**config.mk**
```make
export PLATFORM = sky130hd
export DESIGN_NAME = slsa_alu
export DESIGN_NICKNAME = d
export VERILOG_FILES = /design/src/slsa_pkg.sv /design/src/slsa_alu.sv
export SDC_FILE = /design/constraint.sdc
export NUM_CORES = 1
export LEC_CHECK = 0
export ABC_AREA = 1
export BUFFER_PORTS_ARGS = -buffer_cell sky130_fd_sc_hd__buf_2
export CAP_MARGIN = 15
export CORE_MARGIN = 1
export CORE_UTILIZATION = 35
export DETAILED_ROUTE_END_ITERATION = 6
export HOLD_SLACK_MARGIN = 0.08
export PLACE_DENSITY = 0.68
export SLEW_MARGIN = 20
export SYNTH_ARGS = -nofsm -noshare
export SYNTH_HDL_FRONTEND = slang
export SYNTH_SLANG_ARGS = --single-unit
```
**constraint.sdc**
```tcl
create_clock -name clk_sys -period 4.7 [get_ports clk_sys]
set_clock_uncertainty 0.05 [all_clocks]
set_input_delay 0.705 -clock clk_sys [delete_from_list [all_inputs] [get_ports clk_sys]]
set_output_delay 0.705 -clock clk_sys [all_outputs]
set_load 0.05 [all_outputs]
```
**src/slsa_pkg.sv**
```systemverilog
// Purpose: Shared types and constants for the shift-left and subtract datapath slice
// Assumes: 16-bit data path, AXI4-Lite register access with 32-bit data
// Notes:   Flag layout in the status word is fixed by slsa_flags_type; the localparams below match it
package slsa_pkg;

    localparam int unsigned DATA_W    = 16;
    localparam int unsigned LIT_W     = 10;
    localparam int unsigned DEST_W    = 4;
    localparam int unsigned ADDR_W    = 4;
    localparam int unsigned SHIFT_LIM = 16;

    // Register byte offsets
    localparam logic [ADDR_W-1:0] OFFS_STATUS = 4'h0;
    localparam logic [ADDR_W-1:0] OFFS_RESULT = 4'h4;

    // Status word bit positions
    localparam int unsigned POS_CARRY    = 0;
    localparam int unsigned POS_ZERO     = 1;
    localparam int unsigned POS_OVERFLOW = 2;
    localparam int unsigned POS_NEGATIVE = 3;
    localparam int unsigned POS_DIGIT    = 4;

    // Index of the default working register
    localparam logic [DEST_W-1:0] DEFAULT_WORKING_REGISTER = 4'h0;

    localparam logic [1:0] RESP_OKAY   = 2'h0;
    localparam logic [1:0] RESP_SLVERR = 2'h2;

    typedef enum logic [4:0] {
        SLSA_SHIFT_LEFT_OP             = 5'h01,
        SLSA_SUBTRACT_OP               = 5'h02,
        SLSA_SUBTRACT_WITH_BORROW_OP   = 5'h04,
        SLSA_REVERSE_SUBTRACT_OP       = 5'h08,
        SLSA_REVERSE_SUBTRACT_BORROW_OP = 5'h10
    } slsa_op_type;

    typedef enum logic [3:0] {
        SLSA_FORM_REG         = 4'h1,
        SLSA_FORM_LIT5        = 4'h2,
        SLSA_FORM_LIT10       = 4'h4,
        SLSA_FORM_MEM_TO_DEFAULT_WORKING_REGISTER = 4'h8
    } slsa_form_type;

    typedef struct packed {
        logic digit_carry_flag;
        logic negative;
        logic overflow_flag;
        logic zero;
        logic carry;
    } slsa_flags_type;

    typedef struct packed {
        logic                valid;
        slsa_op_type         op;
        slsa_form_type       form;
        logic [DATA_W-1:0]   base_operand_register;
        logic [DATA_W-1:0]   source_operand_register;
        logic [LIT_W-1:0]    literal;
        logic [DEST_W-1:0]   destination_register;
    } slsa_req_type;

    typedef struct packed {
        logic                valid;
        logic [DATA_W-1:0]   data;
        logic [DEST_W-1:0]   dest;
        slsa_flags_type      flags;
    } slsa_res_type;

    typedef struct packed {
        slsa_flags_type      flags;
        logic [DATA_W-1:0]   last_result;
        slsa_res_type        res;
        logic                aw_held;
        logic [ADDR_W-1:0]   aw_addr;
        logic                w_held;
        logic [31:0]         w_data;
        logic [3:0]          w_strb;
        logic                awready;
        logic                wready;
        logic                bvalid;
        logic [1:0]          bresp;
        logic                arready;
        logic                rvalid;
        logic [31:0]         rdata;
        logic [1:0]          rresp;
    } slsa_state_type;

    localparam slsa_state_type STATE_RESET = '{
        awready: 1'b1, wready: 1'b1, arready: 1'b1, default: '0};

endpackage

```
**src/slsa_alu.sv**
```systemverilog
// Purpose: One-cycle shift-left and subtract slice with AXI4-Lite status access
// Assumes: Decoder supplies fetched operand values and literal in one request
// Notes:   Tags below mark the logic that carries out each rule
// Functional notes
// RULE1 - Register-count shift left, N and Z only
// RULE2 - Literal5 shift left, N and Z only
// RULE3 - Register subtract with borrow, all five flags
// RULE4 - Literal10 subtract with borrow into same register
// RULE5 - Memory minus default register minus borrow
// RULE6 - Literal5 subtract with borrow, all flags
// RULE7 - Plain subtract no borrow; reverse swaps operands
`timescale 1ns/1ps
`default_nettype none

module slsa_alu (
    // Clock and reset
    input  wire logic                  clk_sys,
    input  wire logic                  reset,
    // Decoder request and result
    input  wire slsa_pkg::slsa_req_type req,
    output var  slsa_pkg::slsa_res_type res,
    // AXI4-Lite write
    input  wire logic                  awvalid,
    input  wire logic [3:0]            awaddr,
    output logic                       awready,
    input  wire logic                  wvalid,
    input  wire logic [31:0]           wdata,
    input  wire logic [3:0]            wstrb,
    output logic                       wready,
    output logic                       bvalid,
    output logic [1:0]                 bresp,
    input  wire logic                  bready,
    // AXI4-Lite read
    input  wire logic                  arvalid,
    input  wire logic [3:0]            araddr,
    output logic                       arready,
    output logic                       rvalid,
    output logic [31:0]                rdata,
    output logic [1:0]                 rresp,
    input  wire logic                  rready
);
    import slsa_pkg::*;

    slsa_state_type    st;
    slsa_state_type    next_st;
    logic [DATA_W-1:0] opnd_b;
    logic [DATA_W-1:0] sub_x;
    logic [DATA_W-1:0] sub_y;
    logic              carry_in;
    logic [DATA_W:0]   diff;
    logic [4:0]        low_nib;
    logic [4:0]        count;
    logic [DATA_W-1:0] shifted;
    logic              reverse;
    slsa_flags_type    status_wr;

    ////////////////////////////////////////////////////////////////////////////
    // Operand selection and arithmetic

    always_comb begin
        case (req.form)
            SLSA_FORM_LIT5:  opnd_b = {11'h000, req.literal[4:0]}; // see RULE6
            SLSA_FORM_LIT10: opnd_b = {6'h00, req.literal}; // see RULE4
            default:         opnd_b = req.source_operand_register;
        endcase
        reverse = (req.op == SLSA_REVERSE_SUBTRACT_OP)
               || (req.op == SLSA_REVERSE_SUBTRACT_BORROW_OP);
        // Reverse forms take the other operand first // see RULE7
        sub_x = reverse ? opnd_b : req.base_operand_register;
        sub_y = reverse ? req.base_operand_register : opnd_b;
        // Borrow is the inverted carry; plain forms inject a fixed one // see RULE3
        carry_in = ((req.op == SLSA_SUBTRACT_WITH_BORROW_OP)
                 || (req.op == SLSA_REVERSE_SUBTRACT_BORROW_OP)) ? st.flags.carry : 1'b1;
        diff    = {1'b0, sub_x} + {1'b0, ~sub_y} + {16'h0000, carry_in};
        low_nib = {1'b0, sub_x[3:0]} + {1'b0, ~sub_y[3:0]} + {4'h0, carry_in};
        // Count comes from a register or the 5-bit literal // see RULE1 RULE2
        count   = (req.form == SLSA_FORM_LIT5) ? req.literal[4:0]
                                               : req.source_operand_register[4:0];
        // Counts of 16 and above push every bit out
        shifted = (count >= 5'(SHIFT_LIM)) ? 16'h0000
                                           : req.base_operand_register << count[3:0];
    end

    ////////////////////////////////////////////////////////////////////////////
    // Next state

    always_comb begin
        next_st           = st;
        next_st.res.valid = 1'b0;
        status_wr         = slsa_flags_type'(st.w_data[4:0]);

        // Write channel: address and data taken independently
        if (awvalid && st.awready) begin
            next_st.aw_held = 1'b1;
            next_st.aw_addr = awaddr;
        end
        if (wvalid && st.wready) begin
            next_st.w_held = 1'b1;
            next_st.w_data = wdata;
            next_st.w_strb = wstrb;
        end
        if (st.bvalid && bready) begin
            next_st.bvalid = 1'b0;
        end
        if (st.aw_held && st.w_held && !st.bvalid) begin
            next_st.aw_held = 1'b0;
            next_st.w_held  = 1'b0;
            next_st.bvalid  = 1'b1;
            next_st.bresp   = RESP_SLVERR;
            if (st.aw_addr[3:2] == OFFS_STATUS[3:2]) begin
                next_st.bresp = RESP_OKAY;
                if (st.w_strb[0]) begin
                    next_st.flags = status_wr;
                end
            end else if (st.aw_addr[3:2] == OFFS_RESULT[3:2]) begin
                next_st.bresp = RESP_OKAY;
            end
        end

        // Read channel
        if (st.rvalid && rready) begin
            next_st.rvalid = 1'b0;
        end
        if (arvalid && st.arready) begin
            next_st.rvalid = 1'b1;
            next_st.rresp  = RESP_OKAY;
            next_st.rdata  = 32'h0000_0000;
            if (araddr[3:2] == OFFS_STATUS[3:2]) begin
                next_st.rdata[4:0] = st.flags;
            end else if (araddr[3:2] == OFFS_RESULT[3:2]) begin
                next_st.rdata[15:0] = st.last_result;
            end else begin
                next_st.rresp = RESP_SLVERR;
            end
        end

        // Datapath: a subtract overrides a status write in the same cycle; a shift overrides only N and Z
        if (req.valid) begin
            next_st.res.valid = 1'b1;
            next_st.res.dest  = req.destination_register;
            if (req.op == SLSA_SHIFT_LEFT_OP) begin
                // Carry and overflow keep their value // see RULE1 RULE2
                next_st.res.data       = shifted;
                next_st.flags.negative = shifted[15];
                next_st.flags.zero     = (shifted == 16'h0000);
            end else begin
                next_st.res.data               = diff[15:0];
                next_st.flags.carry            = diff[16];
                next_st.flags.digit_carry_flag = low_nib[4];
                next_st.flags.negative         = diff[15];
                next_st.flags.zero             = (diff[15:0] == 16'h0000);
                next_st.flags.overflow_flag    = (sub_x[15] != sub_y[15])
                                              && (diff[15] != sub_x[15]); // see RULE3 RULE6
                // A memory-form subtract always lands in the default register // see RULE5
                if (req.form == SLSA_FORM_MEM_TO_DEFAULT_WORKING_REGISTER) begin
                    next_st.res.dest = DEFAULT_WORKING_REGISTER;
                end
            end
            next_st.res.flags   = next_st.flags;
            next_st.last_result = next_st.res.data;
        end

        next_st.awready = !next_st.aw_held && !next_st.bvalid;
        next_st.wready  = !next_st.w_held && !next_st.bvalid;
        next_st.arready = !next_st.rvalid;
    end

    always_ff @(posedge clk_sys) begin
        if (reset) begin
            st <= STATE_RESET;
        end else begin
            st <= next_st;
        end
    end

    assign res     = st.res;
    assign awready = st.awready;
    assign wready  = st.wready;
    assign bvalid  = st.bvalid;
    assign bresp   = st.bresp;
    assign arready = st.arready;
    assign rvalid  = st.rvalid;
    assign rdata   = st.rdata;
    assign rresp   = st.rresp;
endmodule

`default_nettype wire

```
==> reports/qor.txt, run 1 <==
Result of the run = finished with violations
Violated checks = DRC
Gate count after technology mapping = 842
Wirelength, routed = 14200 um
Antenna violation net count after detailed routing = 0
Cell with the largest stage delay on the worst path = sky130_fd_sc_hd__fa_1
Wire length of the first global-routing pass = 22600 um
Required time of the worst setup path = 4.90 ns
Overall power after layout = 1.94 mW
NetSw = 739 uW
Most frequent cell after synthesis = sky130_fd_sc_hd__nand2_1
P&R area growth vs syn = 12.1%
Area share of the largest cell type after synthesis = 24.4%
Clock tree from TritonCTS = built
Dominant delay contributor by cell family on the critical path = simple AND/OR/NAND/NOR gates
Cells after DPL = 1074
Relative slew slack = 35.3%
Hold WC Path Type = reg -> reg
Initial Utilization = 35.7%
Number of storage elements in the synthesis netlist = 63
Least setup slack across all paths after layout = 0.722 ns
Fraction of the core area covered by cells at the end of the flow = 40.0%
Critical path start-end classification = in -> reg
Sequential share of the synthesized area = 24.4%
Cell area power density = 335 nW/um2
Vias per cell = 4.98
Die span in y = 124 um
Setup slack after placement = 0.435 ns
Count of maximum capacitance violations = 0
Worst-path clk slew = 0.05 ns
Maximum number of pins on one net before global-route repair = 48
Arrival time of the worst setup path = 4.18 ns
Part of the total power dissipated in sequential elements = 31.4%
Fraction of registers with async set or reset after synthesis = 0%
Crit path largest cell delay = 0.48 ns
Commonest cells post-synth = 220 x sky130_fd_sc_hd__nand2_1, 117 x sky130_fd_sc_hd__nand3_1, 70 x sky130_fd_sc_hd__inv_1, 70 x sky130_fd_sc_hd__o21ai_0, 68 x sky130_fd_sc_hd__a21oi_1
Post-synthesis cell area = 5170 um2
Count of final hold-check violations = 0
Power Internal = 1.20 mW
Boundary Pins = 174
Top cells by area, synth = sky130_fd_sc_hd__dfxtp_1 24%, sky130_fd_sc_hd__nand2_1 16%, sky130_fd_sc_hd__nand3_1 11%
Crit Path Max Fanout = 7
Count of standard-cell rows = 44
Count of vias placed by the detailed router = 5426
Post-route DRC = 4
Postcts setup bufs = 0
Number of flops mapped to enable cells by yosys = 0
Number of buffers created by CTS = 9
Die Area = 15300 um2
Switching share of power = 38.1%
Final count of pins violating max slew = 0
Clk buf depth = 2
Yosys warning total = 0
Layout Cells excl Fill = 1090
Core box area = 14500 um2
DIE WIDTH = 124 um
Count of buffering cells on the critical path with inverters included = 1
Drt first-iter violations = 312
Routability cong. = 0.935
Area leader, netlist = sky130_fd_sc_hd__dfxtp_1
Cell occurring most often along the worst timing path = sky130_fd_sc_hd__nand2_1
Final routed wire length divided by cell count = 13.0 um
Transition time of the tightest slew-check pin = 0.970 ns
Antenna Diode Count = 0
Post-CTS Resized = 0
Worst-skew pair later-pin latency = 0.33 ns
Period utilization = 84.6%
Vias in the first global route = 4808
Worst ir drop on vdd = 0.210 mV
Kind of capture point of the worst setup path = register
Final setup fails = 0
Hold_buf cts = 0
Average cell area after synthesis = 6.14 um2
Critical Path Source Type = input port
Worst-path cell chain = buf_2, nor2_1, nand3_1, nand2_1, o21ai_0, nand2_1, o21ai_0, fa_1, fa_1, nand2_1, nand2_1, o21ai_0, o21ai_0, a21oi_1, xor2_1, nand2_1, nor2_1, nand3_1, nand2_1, nand2_1, a21oi_2
Clock tree root buffer cell = sky130_fd_sc_hd__clkbuf_16
Sum of net half-perimeters after detailed placement = 11100 um
Main synth FF type = sky130_fd_sc_hd__dfxtp_1
Leakage power = 2.82 nW
Count of different cell masters after synthesis = 36
Overall track demand over capacity in global routing = 19.1%
Setup repair after global routing missed its margin = false
Sum Neg Setup Slack = 0 ns
Shortest period the worst path allows = 3.98 ns
Number of H-tree levels = 3
First-pass iteration count of the detailed router = 7
Sink Count = 63
Sum of overflow across all layers after global routing = 0
Antenna violations before repair = 0
Share of layout cells above drive strength 1 = 17.5%
Quantity of I/O buffers inserted on ports = 121
Max Freq = 0.251 GHz
Total number of nets in the final design = 1025
Logic gate share of total power = 35.6%
Share of power burned in the clock network = 33.0%
## metal layers
layer  vias to the layer above  routed length, um  track usage [%]
li1                       2815                  -                -
met1                      2424               6300             23.4
met2                       162               6810             33.1
met3                        25                725             3.37
met4                         0                350             7.08
met5                         -                  0                0
## flip-flops by register name, indices dropped and copies added, names as in the netlist
| signal | cells |
|---|---|
| st | 15 |
| arready | 1 |
| rvalid | 1 |
| rdata | 16 |
| awready | 1 |
| bresp | 1 |
| res | 25 |
| rresp | 1 |
| bvalid | 1 |
| wready | 1 |
## placed cells by master, fill, tap and decap left out, drive strengths merged
cell type	n
a21oi	70
a31oi	7
buf	128
bufinv	1
clkbuf	12
clkinv	4
conb	18
dfxtp	63
fa	2
ha	15
inv	71
nand2	224
nand3	119
nand4	5
nor2	62
nor3	2
nor3b	1
nor4	1
o211ai	10
o21a	2
o21ai	75
o31ai	1
or2	1
xnor2	6
xor2	6
## layout make-up
type	instances	area, um2
inverters	72	270
clock buffers	12	246
clock inverters	4	45.0
fillers	1579	8690
repair buffers	128	658
multi-input cells	627	3080
well taps	184	230
flip-flops and latches	63	1260
## through the flow
step                area, um2  hold WS (ns)
finish                   5790         0.410
global route             5790         0.432
CTS                      5790         0.411
detailed placement       5500         0.401
global placement         5500         0.393
floorplan                5230         0.374
## final timing paths
kind / end / slack, ns / cells past startpoint / from
worst max-delay path: st[126] / 0.72 / 21 / req[46]
worst max register to register: st[126] / 1.49 / 16 / st[125]
worst min-delay path: rdata[15] / 0.41 / 2 / rdata[15]
worst min register to register: rdata[15] / 0.41 / 2 / rdata[15]
## cells by family after synthesis
| logic type | Yosys count | share of synthesized area, % |
|---|---|---|
| AND/OR/NAND/NOR | 415 | 34.3 |
| buffers and inverters | 169 | 17.5 |
| AO/OA/AOI/OAI | 165 | 17.4 |
| flip-flops | 63 | 24.4 |
| adder cells (fa/ha/maj) | 17 | 4.41 |
| XOR/XNOR | 12 | 2.03 |
| other | 1 | 0.0726 |
## worst reg2reg max path: stages, from the launching register on
cell and delay (ns):
sky130_fd_sc_hd__dfxtp_1 0.33, sky130_fd_sc_hd__nor2_1 0.11, sky130_fd_sc_hd__nand4_1 0.16, sky130_fd_sc_hd__fa_1 0.45
sky130_fd_sc_hd__fa_1 0.40, sky130_fd_sc_hd__nand2_1 0.10, sky130_fd_sc_hd__nand2_1 0.05, sky130_fd_sc_hd__o21ai_0 0.20
sky130_fd_sc_hd__o21ai_0 0.25, sky130_fd_sc_hd__a21oi_1 0.21, sky130_fd_sc_hd__xor2_1 0.26, sky130_fd_sc_hd__nand2_1 0.09
sky130_fd_sc_hd__nor2_1 0.11, sky130_fd_sc_hd__nand3_1 0.08, sky130_fd_sc_hd__nand2_1 0.07, sky130_fd_sc_hd__nand2_1 0.09
sky130_fd_sc_hd__a21oi_2 0.14
## power by group through the flow
| stage | combinational (mW) | sequential (mW) | clock (mW) |
|---|---|---|---|
| finish | 0.690 | 0.610 | 0.641 |
| global route | 0.765 | 0.615 | 0.686 |
| CTS | 0.683 | 0.609 | 0.658 |
| detailed placement | 0.680 | 0.620 | 0 |
| global placement | 0.677 | 0.619 | 0 |
| floorplan | 0.553 | 0.624 | 0 |
Power figures use the tool's default switching activity.
==> run 2: changes to the inputs <==
==> constraint.sdc (replaced) <==
create_clock -name clk_sys -period 3.9 [get_ports clk_sys]
set_clock_uncertainty 0.05 [all_clocks]
set_input_delay 0.585 -clock clk_sys [delete_from_list [all_inputs] [get_ports clk_sys]]
set_output_delay 0.585 -clock clk_sys [all_outputs]
set_load 0.05 [all_outputs]
==> reports/qor.txt, run 2 (synthesized netlist as in run 1, its figures left out) <==
Result of the run = completed
Sink Count = 63
Max Freq = 0.281 GHz
Number of buffers created by CTS = 9
Critical Path Source Type = input port
Clk buf depth = 2
Relative slew slack = 30.3%
Setup slack after placement = 0.0119 ns
Post-route DRC = 0
Final setup fails = 0
Vias per cell = 4.89
P&R area growth vs syn = 15.7%
Cell occurring most often along the worst timing path = sky130_fd_sc_hd__nand2_1
Transition time of the tightest slew-check pin = 1.04 ns
Non-Filler Cell Area, Final = 5980 um2
Crit Path Max Fanout = 3
Arrival time of the worst setup path = 3.78 ns
Hold_buf cts = 0
Antenna violations before repair = 1
Die Area = 15300 um2
Quantity of I/O buffers inserted on ports = 121
Period utilization = 91.4%
Boundary Pins = 174
Worst-skew pair later-pin latency = 0.33 ns
Wire length of the first global-routing pass = 22600 um
Leakage power = 2.91 nW
Leading cell type in the layout, fill and taps excluded = sky130_fd_sc_hd__nand2_1
Fill cell instance count of the final layout = 1599
Vias in the first global route = 4864
DIE WIDTH = 124 um
Maximum number of pins on one net before global-route repair = 61
Antenna Diode Count = 0
Initial Utilization = 35.7%
Worst-path cell chain = buf_2, nor2_1, nand3_1, nand2_1, o21ai_0, nand2_1, o21ai_0, fa_1, fa_1, nand2_1, nand2_1, o21ai_0, o21ai_0, a21oi_1, xor2_1, nand2_1, nor2_1, nand3_1, nand2_1, nand2_1, a21oi_2
Commonest non-fill, non-tap cells in the layout = 220 x sky130_fd_sc_hd__nand2_1, 121 x sky130_fd_sc_hd__buf_2, 117 x sky130_fd_sc_hd__nand3_1
Hold WC Path Type = reg -> reg
Cell Area, Placed = 5600 um2
Share of layout cells above drive strength 1 = 19.0%
Setup repair after global routing missed its margin = false
Fraction of the core area covered by cells at the end of the flow = 41.3%
Final routed wire length divided by cell count = 12.8 um
Count of standard-cell rows = 44
Cell area power density = 432 nW/um2
Sum of overflow across all layers after global routing = 0
Cell depth of the worst min-delay path = 2
Worst ir drop on vdd = 0.228 mV
Count of final hold-check violations = 0
Clock tree from TritonCTS = built
Clock tree root buffer cell = sky130_fd_sc_hd__clkbuf_16
Critical path start-end classification = in -> reg
Crit path largest cell delay = 0.48 ns
Overall track demand over capacity in global routing = 19.2%
Drt first-iter violations = 345
Least setup slack across all paths after layout = 0.337 ns
Shortest period the worst path allows = 3.56 ns
Core box area = 14500 um2
Cell with the largest stage delay on the worst path = sky130_fd_sc_hd__fa_1
Die span in y = 124 um
Worst-path clk slew = 0.06 ns
Antenna violation net count after detailed routing = 0
Routability cong. = 0.876
Worst hold margin = 0.408 ns
Count of vias placed by the detailed router = 5388
Wirelength, routed = 14100 um
Kind of capture point of the worst setup path = register
Sum Neg Setup Slack = 0 ns
Sum of net half-perimeters after detailed placement = 11200 um
Total number of nets in the final design = 1037
Final count of pins violating max slew = 0
Max FFs per register = 25
First-pass iteration count of the detailed router = 5
Count of maximum capacitance violations = 0
Number of H-tree levels = 3
Required time of the worst setup path = 4.11 ns
Number of cells traversed by the worst register-to-register path = 16
==> run 2: changes by cell type in the layout (fill, tap and decap cells not counted), sizes merged <==
cell      delta
buf         +12
bufinv       +3
clkbuf       -3
clkinv       -1
clkinvlp     +1
==> run 2: final timing paths <==
check / from / end / slack [ns]
setup / recovery: req[46] / st[126] / 0.34
hold / removal: rdata[6] / rdata[6] / 0.41
setup reg to reg: st[125] / st[126] / 0.93
hold reg to reg: rdata[6] / rdata[6] / 0.41
==> run 2: worst max-delay path, delay by kind of cell <==
kind	cells	cell delay, ns
AO/OA/AOI/OAI	6	0.89
buffers and inverters	1	0.12
adder cells (fa/ha/maj)	2	0.87
AND/OR/NAND/NOR	11	1.08
XOR/XNOR	1	0.23
==> run 2: area by class of cell <==
| type | instances | area (um2) | area share [%] |
|---|---|---|---|
| inverter | 72 | 270 | 4.52 |
| multi-input combinational | 627 | 3080 | 51.6 |
| clock inverter | 7 | 145 | 2.43 |
| clock buffer | 9 | 225 | 3.77 |
| sequential | 63 | 1260 | 21.1 |
| timing repair buffer | 140 | 761 | 12.7 |
| tap | 184 | 230 | 3.85 |
==> run 2: report_power, final <==
| part | internal [mW] | leakage (nW) | switching (mW) |
|---|---|---|---|
| clock network | 0.690 | 0.176 | 0.291 |
| registers | 0.698 | 0.517 | 0.0343 |
| logic | 0.279 | 2.22 | 0.593 |
| total | 1.67 | 2.91 | 0.917 |
==> run 2: timing repair <==
action	CTS	global route
setup endpoints to repair	0	1
hold endpoints to repair	0	0
gates resized for setup	0	0
setup buffers	0	1
==> run 2: stage by stage <==
| stage | instances | power (mW) |
|---|---|---|
| final | 1102 | 2.58 |
| after global routing | 1102 | 2.74 |
| after CTS | 1101 | 2.60 |
| after detailed placement | 1085 | 1.61 |
| after global placement | 1085 | 1.61 |
| after floorplan | 859 | 1.42 |
==> run 2: routing by layer <==
metal / share of wire (%) / up-vias / wire [um] / GRT usage, %
li1: - / 2837 / - / -
met2: 49 / 131 / 6900 / 33.5
met5: 0.092 / - / 13 / 0
met1: 45 / 2398 / 6320 / 23.5
met4: 1.4 / 2 / 195 / 4.89
met3: 5.0 / 20 / 710 / 4.38
